$ cat config.mk
export PLATFORM = sky130hd
export DESIGN_NAME = indexed_stack_instruction_exec
export DESIGN_NICKNAME = d
export VERILOG_FILES = /design/src/stack_exec_pkg.sv /design/src/cycle_phase_divider.sv /design/src/indexed_stack_instruction_exec.sv /design/src/operand_resolver.sv
export SDC_FILE = /design/constraint.sdc
export NUM_CORES = 1
export LEC_CHECK = 0
export BUFFER_PORTS_ARGS = -buffer_cell sky130_fd_sc_hd__buf_2
export CORE_ASPECT_RATIO = 1.1
export CORE_MARGIN = 3
export CORE_UTILIZATION = 50
export CTS_BUF_LIST = sky130_fd_sc_hd__clkbuf_4 sky130_fd_sc_hd__clkbuf_8
export CTS_CLUSTER_DIAMETER = 40
export DETAILED_ROUTE_END_ITERATION = 8
export GPL_ROUTABILITY_DRIVEN = 0
export PLACE_DENSITY = 0.84
export SKIP_LAST_GASP = 1
export SLEW_MARGIN = 20
export SYNTH_ARGS = -nofsm -noshare
export SYNTH_HDL_FRONTEND = slang
export SYNTH_SLANG_ARGS = --single-unit
$ cat constraint.sdc
create_clock -name ref_clk -period 2.8 [get_ports ref_clk]
set_input_delay 0.42 -clock ref_clk [delete_from_list [all_inputs] [get_ports ref_clk]]
set_output_delay 0.42 -clock ref_clk [all_outputs]
set_load 0.02 [all_outputs]
$ cat src/stack_exec_pkg.sv
// Constants, types and helpers shared by the indexed stack instruction block
// Functional notes
// - Move addresses are frame pointer plus 7-bit offsets
// - Move is two words, read then write
// - Move never writes program counter or stack top
// - Indirect register source reads as zero
// - Indirect register destination makes move a no-operation
// - Push writes 8-bit literal at frame pointer
// - Push then decrements frame pointer by one
// - Subtract 6-bit literal from pointer 0..2
// - Subtract-and-return subtracts then loads PC, two cycles
// - Select value 3 means subtract-and-return on frame pointer
// - Extension enable also switches on indexed operand mode
// - Disabled: access bit picks access bank or bank
// - Enabled, access 0, operand <= 5Fh: frame-relative
// - Frame pointer zero gives legacy access mapping
// - Destination select bit keeps its normal meaning
// - Enable bit resets to 0, set by software
package stack_exec_pkg;
  localparam int ADDR_W = 12;
  localparam int DATA_W = 8;
  localparam int WORD_W = 16;
  localparam int PC_W = 21;
  localparam int PHASES = 4;
  // Opcode prefixes
  localparam logic [8:0] OP_MOVE_FIRST = 9'h1D7;
  localparam logic [3:0] OP_MOVE_SECOND = 4'hF;
  localparam logic [7:0] OP_PUSH = 8'hFA;
  localparam logic [7:0] OP_SUB_PTR = 8'hE9;
  localparam logic [1:0] SEL_RETURN = 2'h3;
  localparam logic [1:0] SEL_PTR1 = 2'h1;
  localparam logic [1:0] SEL_PTR0 = 2'h0;
  // Special data addresses
  localparam logic [ADDR_W-1:0] ADDR_PC_LOW = 12'hFF9;
  localparam logic [ADDR_W-1:0] ADDR_TOP_UPPER = 12'hFFF;
  localparam logic [ADDR_W-1:0] ADDR_TOP_HIGH = 12'hFFE;
  localparam logic [ADDR_W-1:0] ADDR_TOP_LOW = 12'hFFD;
  localparam logic [ADDR_W-1:0] IND0_LO = 12'hFEB;
  localparam logic [ADDR_W-1:0] IND0_HI = 12'hFEF;
  localparam logic [ADDR_W-1:0] IND1_LO = 12'hFE3;
  localparam logic [ADDR_W-1:0] IND1_HI = 12'hFE7;
  localparam logic [ADDR_W-1:0] IND2_LO = 12'hFDB;
  localparam logic [ADDR_W-1:0] IND2_HI = 12'hFDF;
  localparam logic [7:0] ACCESS_LIMIT = 8'h5F;
  localparam logic [3:0] ACCESS_HIGH_BANK = 4'hF;
  localparam logic [3:0] ACCESS_LOW_BANK = 4'h0;
  localparam logic [DATA_W-1:0] ZERO_DATA = 8'h00;
  localparam logic [ADDR_W-1:0] PTR_STEP = 12'h001;
  localparam logic [ADDR_W-1:0] PTR_RESET = 12'h000;
  // Register offsets and fields
  localparam logic [7:0] REG_CTRL = 8'h00;
  localparam logic [7:0] REG_FRAME = 8'h04;
  localparam logic [7:0] REG_PTR0 = 8'h08;
  localparam logic [7:0] REG_PTR1 = 8'h0C;
  localparam logic [7:0] REG_STATUS = 8'h10;
  localparam int CTRL_EXT_BIT = 0;
  localparam logic CTRL_EXT_RESET = 1'b0;

  typedef enum logic [1:0] {
    ST_FETCH,
    ST_MOVE_DEST,
    ST_RETURN_IDLE
  } state_t;

  typedef enum logic [2:0] {
    OPK_NONE,
    OPK_MOVE,
    OPK_PUSH,
    OPK_SUB,
    OPK_RETURN,
    OPK_NOP
  } opkind_t;

  typedef struct packed {
    logic [ADDR_W-1:0] fp;
    logic [ADDR_W-1:0] p1;
    logic [ADDR_W-1:0] p0;
  } ptr_set_t;

  typedef struct packed {
    logic rd_en;
    logic wr_en;
    logic [ADDR_W-1:0] addr;
    logic [DATA_W-1:0] wdata;
  } mem_req_t;

  typedef struct packed {
    logic a_bit;
    logic d_bit;
    logic [7:0] f;
    logic [3:0] bank;
  } operand_t;

  // Frame-relative address, wrapping in the data space
  function automatic logic [ADDR_W-1:0] fp_offset(input logic [ADDR_W-1:0] fp, input logic [7:0] ofs);
    fp_offset = fp + {4'h0, ofs};
  endfunction

  function automatic logic is_indirect(input logic [ADDR_W-1:0] a);
    is_indirect = (a >= IND0_LO && a <= IND0_HI) || (a >= IND1_LO && a <= IND1_HI) ||
                  (a >= IND2_LO && a <= IND2_HI);
  endfunction

  function automatic logic is_protected(input logic [ADDR_W-1:0] a);
    is_protected = (a == ADDR_PC_LOW) || (a == ADDR_TOP_UPPER) || (a == ADDR_TOP_HIGH) ||
                   (a == ADDR_TOP_LOW);
  endfunction
endpackage

$ cat src/cycle_phase_divider.sv
// Divider that marks the first phase of each instruction cycle
`timescale 1ns/1ps
`default_nettype none
module cycle_phase_divider #(
  parameter int PHASE_COUNT = stack_exec_pkg::PHASES
) (
  input wire logic ref_clk,
  input wire logic rst,
  output logic cycle_tick,
  output logic [1:0] phase
);
  typedef struct packed {
    logic [1:0] count;
    logic tick;
  } div_state_t;

  div_state_t cur;
  div_state_t next_cur;

  // Count phases, pulse on the wrap
  always_comb begin
    next_cur = cur;
    next_cur.tick = 1'b0;
    if (cur.count == 2'(PHASE_COUNT - 1)) begin
      next_cur.count = 2'h0;
      next_cur.tick = 1'b1;
    end else begin
      next_cur.count = cur.count + 2'h1;
    end
  end

  always_ff @(posedge ref_clk) begin
    if (rst) begin
      cur <= '0;
    end else begin
      cur <= next_cur;
    end
  end

  assign cycle_tick = cur.tick;
  assign phase = cur.count;
endmodule
`default_nettype wire

$ cat src/indexed_stack_instruction_exec.sv
// Decode and execute of the stack-oriented extended instructions
//
// The APB slave port and the placing of the registers were decided locally.
`timescale 1ns/1ps
`default_nettype none
module indexed_stack_instruction_exec #(
  parameter int PHASE_COUNT = stack_exec_pkg::PHASES
) (
  input wire logic ref_clk,
  input wire logic rst,
  // Instruction words from fetch
  input wire logic instr_valid,
  input wire logic [stack_exec_pkg::WORD_W-1:0] instr_word,
  output logic instr_ready,
  output logic cycle_tick,
  // Data memory
  output stack_exec_pkg::mem_req_t mem_req,
  input wire logic [stack_exec_pkg::DATA_W-1:0] mem_rdata,
  // Return path
  input wire logic [stack_exec_pkg::PC_W-1:0] return_stack_top,
  output logic pc_load,
  output logic [stack_exec_pkg::PC_W-1:0] pc_load_value,
  // Standard operand resolution
  input wire stack_exec_pkg::operand_t std_operand,
  output logic [stack_exec_pkg::ADDR_W-1:0] std_addr,
  output logic std_dest_is_file,
  output logic std_indexed,
  output stack_exec_pkg::ptr_set_t pointers,
  output logic ext_enabled,
  // APB slave
  input wire logic psel,
  input wire logic penable,
  input wire logic pwrite,
  input wire logic [7:0] paddr,
  input wire logic [31:0] pwdata,
  input wire logic [3:0] pstrb,
  output logic [31:0] prdata,
  output logic pready,
  output logic pslverr
);
  typedef struct packed {
    stack_exec_pkg::state_t state;
    stack_exec_pkg::ptr_set_t ptr;
    logic ext_en;
    stack_exec_pkg::mem_req_t mem;
    logic capture;
    logic [stack_exec_pkg::DATA_W-1:0] moved;
    logic pc_load;
    logic [stack_exec_pkg::PC_W-1:0] pc_value;
    stack_exec_pkg::opkind_t last_op;
    logic last_skipped;
    logic [31:0] rdata;
    logic [stack_exec_pkg::ADDR_W-1:0] std_addr;
    logic std_dest;
    logic std_indexed;
  } exec_state_t;

  exec_state_t cur;
  exec_state_t next_cur;

  logic tick;
  logic [1:0] phase;
  logic [stack_exec_pkg::ADDR_W-1:0] res_addr;
  logic res_dest;
  logic res_indexed;
  logic take;
  logic setup;
  logic access;
  logic mapped;
  logic [stack_exec_pkg::ADDR_W-1:0] src_addr;
  logic [stack_exec_pkg::ADDR_W-1:0] dst_addr;
  logic [7:0] op_hi;
  logic [1:0] sel;
  logic [5:0] lit6;

  // One tick per instruction cycle of four phases
  cycle_phase_divider #(
    .PHASE_COUNT(PHASE_COUNT)
  ) u_div (
    .ref_clk(ref_clk),
    .rst(rst),
    .cycle_tick(tick),
    .phase(phase)
  );

  // indexed operand mode follows the extension enable
  operand_resolver u_res (
    .ext_en(cur.ext_en),
    .op(std_operand),
    .fp(cur.ptr.fp),
    .addr(res_addr),
    .dest_is_file(res_dest),
    .indexed(res_indexed)
  );

  // Instruction fields
  assign op_hi = instr_word[15:8];
  assign sel = instr_word[7:6];
  assign lit6 = instr_word[5:0];

  // both move addresses are frame-relative, sums wrap
  assign src_addr = stack_exec_pkg::fp_offset(cur.ptr.fp, {1'b0, instr_word[6:0]});
  assign dst_addr = stack_exec_pkg::fp_offset(cur.ptr.fp, {1'b0, instr_word[6:0]});

  // Fetch sees ready except in the idle return cycle
  assign instr_ready = (cur.state != stack_exec_pkg::ST_RETURN_IDLE);
  assign take = tick && instr_valid && instr_ready;

  // Bus phases and decode of the register map
  assign setup = psel && !penable;
  assign access = psel && penable;
  always_comb begin
    case (paddr)
      stack_exec_pkg::REG_CTRL,
      stack_exec_pkg::REG_FRAME,
      stack_exec_pkg::REG_PTR0,
      stack_exec_pkg::REG_PTR1,
      stack_exec_pkg::REG_STATUS: mapped = 1'b1;
      default: mapped = 1'b0;
    endcase
  end

  // Execution, register file and output registers
  always_comb begin
    next_cur = cur;
    next_cur.mem.rd_en = 1'b0;
    next_cur.mem.wr_en = 1'b0;
    // Capture trails the read strobe, so the memory's data has a full clock
    next_cur.capture = cur.mem.rd_en;
    next_cur.pc_load = 1'b0;
    next_cur.std_addr = res_addr;
    next_cur.std_dest = res_dest;
    next_cur.std_indexed = res_indexed;

    // Read data one clock after the read strobe
    if (cur.capture) begin
      if (stack_exec_pkg::is_indirect(cur.mem.addr)) begin
        next_cur.moved = stack_exec_pkg::ZERO_DATA;
      end else begin
        next_cur.moved = mem_rdata;
      end
    end

    if (tick) begin
      case (cur.state)
        stack_exec_pkg::ST_FETCH: begin
          if (instr_valid) begin
            next_cur.last_skipped = 1'b0;
            if (!cur.ext_en) begin
              // extension off leaves these words to the core
              next_cur.last_op = stack_exec_pkg::OPK_NONE;
            end else if (instr_word[15:7] == stack_exec_pkg::OP_MOVE_FIRST) begin
              next_cur.mem.rd_en = 1'b1;
              next_cur.mem.addr = src_addr;
              next_cur.state = stack_exec_pkg::ST_MOVE_DEST;
              next_cur.last_op = stack_exec_pkg::OPK_MOVE;
            end else if (op_hi == stack_exec_pkg::OP_PUSH) begin
              // literal stored at the frame pointer
              next_cur.mem.wr_en = 1'b1;
              next_cur.mem.addr = cur.ptr.fp;
              next_cur.mem.wdata = instr_word[7:0];
              // pointer steps down after the store
              next_cur.ptr.fp = cur.ptr.fp - stack_exec_pkg::PTR_STEP;
              next_cur.last_op = stack_exec_pkg::OPK_PUSH;
            end else if (op_hi == stack_exec_pkg::OP_SUB_PTR) begin
              // select three is the returning form
              if (sel == stack_exec_pkg::SEL_RETURN) begin
                // subtract from frame pointer, then return
                next_cur.ptr.fp = cur.ptr.fp - {6'h00, lit6};
                next_cur.pc_load = 1'b1;
                next_cur.pc_value = return_stack_top;
                next_cur.state = stack_exec_pkg::ST_RETURN_IDLE;
                next_cur.last_op = stack_exec_pkg::OPK_RETURN;
              end else begin
                case (sel)
                  stack_exec_pkg::SEL_PTR0: next_cur.ptr.p0 = cur.ptr.p0 - {6'h00, lit6};
                  stack_exec_pkg::SEL_PTR1: next_cur.ptr.p1 = cur.ptr.p1 - {6'h00, lit6};
                  default: next_cur.ptr.fp = cur.ptr.fp - {6'h00, lit6};
                endcase
                next_cur.last_op = stack_exec_pkg::OPK_SUB;
              end
            end else if (instr_word[15:12] == stack_exec_pkg::OP_MOVE_SECOND) begin
              next_cur.last_op = stack_exec_pkg::OPK_NOP;
            end else begin
              next_cur.last_op = stack_exec_pkg::OPK_NONE;
            end
          end
        end
        stack_exec_pkg::ST_MOVE_DEST: begin
          if (instr_valid) begin
            next_cur.state = stack_exec_pkg::ST_FETCH;
            // protected targets and indirect targets are skipped
            if (stack_exec_pkg::is_protected(dst_addr) || stack_exec_pkg::is_indirect(dst_addr)) begin
              next_cur.last_skipped = 1'b1;
            end else begin
              next_cur.mem.wr_en = 1'b1;
              next_cur.mem.addr = dst_addr;
              next_cur.mem.wdata = cur.moved;
            end
          end
        end
        stack_exec_pkg::ST_RETURN_IDLE: begin
          // second cycle idles while the new word is fetched
          next_cur.state = stack_exec_pkg::ST_FETCH;
        end
        default: begin
          next_cur.state = stack_exec_pkg::ST_FETCH;
        end
      endcase
    end

    // Read data latched in setup so the access phase sees a register
    if (setup) begin
      case (paddr)
        stack_exec_pkg::REG_CTRL: next_cur.rdata = {31'h00000000, cur.ext_en};
        stack_exec_pkg::REG_FRAME: next_cur.rdata = {20'h00000, cur.ptr.fp};
        stack_exec_pkg::REG_PTR0: next_cur.rdata = {20'h00000, cur.ptr.p0};
        stack_exec_pkg::REG_PTR1: next_cur.rdata = {20'h00000, cur.ptr.p1};
        stack_exec_pkg::REG_STATUS: next_cur.rdata = {24'h000000, cur.last_skipped,
                                                      cur.last_op, 1'b0, 2'(cur.state), 1'b0};
        default: next_cur.rdata = 32'h00000000;
      endcase
    end

    // Software writes win over same-cycle pointer updates
    if (access && pwrite && mapped) begin
      case (paddr)
        stack_exec_pkg::REG_CTRL: begin
          if (pstrb[0]) begin
            next_cur.ext_en = pwdata[stack_exec_pkg::CTRL_EXT_BIT];
          end
        end
        stack_exec_pkg::REG_FRAME: next_cur.ptr.fp = merge(cur.ptr.fp);
        stack_exec_pkg::REG_PTR0: next_cur.ptr.p0 = merge(cur.ptr.p0);
        stack_exec_pkg::REG_PTR1: next_cur.ptr.p1 = merge(cur.ptr.p1);
        default: next_cur.ext_en = cur.ext_en;
      endcase
    end
  end

  // Byte-lane merge of a pointer write
  function automatic logic [stack_exec_pkg::ADDR_W-1:0] merge(input logic [stack_exec_pkg::ADDR_W-1:0] old);
    logic [stack_exec_pkg::ADDR_W-1:0] v;
    v = old;
    if (pstrb[0]) begin
      v[7:0] = pwdata[7:0];
    end
    if (pstrb[1]) begin
      v[11:8] = pwdata[11:8];
    end
    merge = v;
  endfunction

  // enable comes out of reset cleared
  always_ff @(posedge ref_clk) begin
    if (rst) begin
      cur <= '0;
      cur.state <= stack_exec_pkg::ST_FETCH;
      cur.ext_en <= stack_exec_pkg::CTRL_EXT_RESET;
      cur.ptr <= {stack_exec_pkg::PTR_RESET, stack_exec_pkg::PTR_RESET, stack_exec_pkg::PTR_RESET};
      cur.last_op <= stack_exec_pkg::OPK_NONE;
    end else begin
      cur <= next_cur;
    end
  end

  // Outputs
  assign cycle_tick = tick;
  assign mem_req = cur.mem;
  assign pc_load = cur.pc_load;
  assign pc_load_value = cur.pc_value;
  assign std_addr = cur.std_addr;
  assign std_dest_is_file = cur.std_dest;
  assign std_indexed = cur.std_indexed;
  assign pointers = cur.ptr;
  assign ext_enabled = cur.ext_en;
  assign prdata = cur.rdata;
  assign pready = 1'b1;
  assign pslverr = access && !mapped;
endmodule
`default_nettype wire

$ cat src/operand_resolver.sv
// Resolves the file operand of standard byte and bit instructions
`timescale 1ns/1ps
`default_nettype none
module operand_resolver (
  input wire logic ext_en,
  input wire stack_exec_pkg::operand_t op,
  input wire logic [stack_exec_pkg::ADDR_W-1:0] fp,
  output logic [stack_exec_pkg::ADDR_W-1:0] addr,
  output logic dest_is_file,
  output logic indexed
);
  // Pick banked, frame-relative or access bank address
  always_comb begin
    indexed = 1'b0;
    if (op.a_bit) begin
      addr = {op.bank, op.f};
    end else if (ext_en && op.f <= stack_exec_pkg::ACCESS_LIMIT) begin
      // frame-relative operand, zero pointer is legacy
      addr = stack_exec_pkg::fp_offset(fp, op.f);
      indexed = 1'b1;
    end else if (op.f <= stack_exec_pkg::ACCESS_LIMIT) begin
      addr = {stack_exec_pkg::ACCESS_LOW_BANK, op.f};
    end else begin
      addr = {stack_exec_pkg::ACCESS_HIGH_BANK, op.f};
    end
  end

  assign dest_is_file = op.d_bit;
endmodule
`default_nettype wire

==> impl_metrics.toml <==
[run_status]
outcome = "finished, violations left"
violations = "negative setup slack"

[clocking]
root_buffer = "clkbuf_8"
cts_max_level = 4
tritoncts = "yes"
cts-hold-fix-buffers = 0
path_clk_slew_ns = 0.09
cts.sinks = 125
clockBufferDepth = 2
insertion_delay_ns = 0.47
numCtsBuffers = 17

[min_path]
whs_path_depth = 2
whs_endpoint = "std_dest_is_file$_SDFF_PP0_"
holdCritPathClass = "primary input to register"
min_from = "std_operand[12]"

[drt]
vias = 9182
postRouteAntennaNets = 0
topRoutingLayerUsed = "met5"
wl_met2_mm = 13.27
viasPerCell = 5.993
first_iter_violations = 883
wl_met1_mm = 11.04
drt_wl_total_mm = 28.96
remaining_drc_errors = 0
drtPass1Iterations = 6
dr_wl_met3_mm = 2.884
detail_route.wl_per_cell_um = 18.91

[job]
drv_cap = 0

[setup_path]
cp_max_fo = 5
worst_r2r_path_depth = 11
path_class = "register to register"
r2r-start = "pointers[26]$_SDFFE_PP0P_"
worstSetupEndpointType = "register"
cp.arrival_ns = 3.37
rr_endpoint = "mem_req[18]$_SDFFE_PP0P_"
cp.required_ns = 3.18
reg2reg_slack_ns = -0.20
start_kind = "register"

[grt]
grt_pass1_vias = 8400
grt_pass1_wl_mm = 42.51
grt_usage_pct = 27.63
grt_max_degree = 64
grt-ovfl-total = 0
antenna_found_initial = 2

[layout]
final_area_um2 = 10590
final_common_cell = "buf_2"
layout-drive-gt1-share_pct = 32.57
syn_to_final_growth_pct = 22.37
final_cells = 1532
layout.nets = 1438
utilization_pct = 63.51
mostFrequentLayoutCells = "buf_2 (195), dfxtp_1 (120), a21oi_1 (110)"

[timing]
maxSlewViolCount = 0
fmax_mhz = 333.6
period_needed_ns = 2.997
rsz0062_at_grt = "yes"
finalWorstSetupSlack_ns = -0.1972
fin_crit_sh_pct = 107.0
setup_tns_ns = -2.062
clock-skew-final_ns = 0.01465
hold_slack_ns = 0.1720
hold_violations = 0
tightest_slew_ns = 0.9243
finalSetupViolations = 22
slew_headroom_pct = 37.90

[synth]
synth_top_area_share_pct = 28.91
synth_area_leaders = "dfxtp_1 (29%), buf_4 (11%), a21oi_1 (7.1%), ha_1 (5.1%), nor2_1 (4.6%)"
synth-edff-count = 0
ys.flop_type = "dfxtp_1"
ys_types = 77
synth_seq_cells = 125
syn_area_um2 = 8655
yosysWarnings = 0
netlist_instances = 1121
synthArstFlopShare_pct = 0
synth-seq-area-share_pct = 28.91
syn_area_per_cell_um2 = 7.720
yosysTopAreaCell = "dfxtp_1"

[placement]
dpl.cell_count = 1489
place_area_um2 = 9728
dp_hpwl_mm = 20.41
port_buffers = 196

[pwr]
ir_drop_mv = 0.3162
cellPowerDensity_nw_per_um2 = 382.5
seqPwrFrac_pct = 44.5
p_comb_share_pct = 11.4
p_switching_w = 0.001160
swShare_pct = 28.64
leakage_nw = 4.507
p_clk_share_pct = 44.1
intPower_w = 0.002891

[floorplan]
core_region_area_um2 = 16680
die_w_um = 131.4
rows = 49
ios = 240
dieArea_um2 = 18930
die_h_um = 144.0
initial_core_util_pct = 51.90
[critical path: stages (launching register included)]
cell	delay, ns
dfxtp_2	0.35
ha_4	0.32
nor3b_4	0.06
o31ai_4	0.43
a21oi_4	0.14
and3_1	0.22
and3b_1	0.20
o31a_4	0.40
a21oi_4	0.25
buf_4	0.18
o21ai_1	0.06
a211oi_1	0.28
[worst max-delay path by stage]
stage / start / cells after the start / end / slack (ns)
6_report: pointers[26]$_SDFFE_PP0P_ / 11 / mem_req[18]$_SDFFE_PP0P_ / -0.20
5_1_grt: pointers[25]$_SDFFE_PP0P_ / 11 / mem_req[18]$_SDFFE_PP0P_ / -0.35
4_1_cts: pointers[24]$_SDFFE_PP0P_ / 13 / mem_req[19]$_SDFFE_PP0P_ / -0.04
3_5_place_dp: instr_word[0] / 14 / mem_req[0]$_SDFFE_PP0P_ / -0.42
3_3_place_gp: instr_word[0] / 14 / mem_req[1]$_SDFFE_PP0P_ / -0.29
2_1_floorplan: instr_word[4] / 12 / mem_req[7]$_SDFFE_PP0P_ / 0.004
[area by class of cell]
type,instances,area (µm²)
fillers,1397,6086
multi-input cells,794,5288
flip-flops and latches,125,2511
repair buffers,307,1899
well taps,229,286.5
clock buffers,17,234.0
clock inverters,15,200.2
inverters,44,168.9
diodes,1,2.502
[synth_stat cells, types with 6 or more instances]
library cell / instances
or3_1: 12
nor2b_1: 29
mux2_2: 6
a21boi_0: 7
ha_1: 35
o22ai_1: 6
a22oi_1: 12
mux2i_1: 17
a22o_1: 8
inv_1: 44
a31oi_1: 16
nand2b_1: 9
nor2_1: 106
clkbuf_1: 41
a32o_1: 8
a211oi_1: 27
nand3_1: 32
buf_1: 6
nand4_1: 7
xnor2_1: 14
nand2_1: 96
nor4_1: 7
buf_4: 126
o21bai_1: 15
and3_1: 6
o21ai_0: 43
dfxtp_1: 125
a21oi_1: 122
nor3_1: 41
[timing repair]
| action | 4_1_cts | 5_1_grt |
|---|---|---|
| pin swaps | 19 | 22 |
| gates resized for setup | 27 | 53 |
| setup endpoints to repair | 25 | 34 |
| gates cloned | 1 | 1 |
| setup buffers | 6 | 3 |
| endpoints found under the hold margin | 0 | 0 |
[power by group through the flow]
stage               sequential (W)  clock, W  combinational, W
finish                     0.00180   0.00179          0.000462
global route               0.00180   0.00187          0.000496
CTS                        0.00180   0.00180          0.000438
detailed placement         0.00185         0          0.000429
global placement           0.00184         0          0.000420
floorplan                  0.00185         0          0.000277
[routing by layer]
layer  vias to the layer above  GRT usage, %
li1                       4168             -
met1                      4249         33.07
met2                       594         46.65
met3                       167         6.298
met4                         4         14.93
met5                         -             0
[kinds of logic (layout without fill, tap and decap cells)]
| group | count (synthesis) | in the layout | synth area share [%] |
|---|---|---|---|
| AOI/OAI and AO/OA | 313 | 313 | 23.62 |
| xor gates and xnor gates | 17 | 17 | 1.720 |
| adders and majority gates | 40 | 40 | 6.217 |
| buffers and inverters | 222 | 383 | 15.24 |
| DFF | 125 | 125 | 28.91 |
| muxes | 24 | 24 | 3.007 |
| other | 2 | 22 | 0.08678 |
| and+or+nand+nor | 378 | 379 | 21.19 |
[stage by stage]
step | total power [W] | setup WS [ns]
floorplan | 0.002123 | 0.004369
global placement | 0.002264 | -0.2919
detailed placement | 0.002274 | -0.4246
CTS | 0.004037 | -0.03515
global route | 0.004173 | -0.3457
finish | 0.004051 | -0.1972
[sequential cells by signal (all words and copies together), names as in the netlist, 2 cells and up]
name and cells:
u_div.phase 2, cur 15, std_addr 12, prdata 12
mem_req 22, pc_load_value 21, pointers 36
No activity file was read; power rests on OpenSTA's default activity.
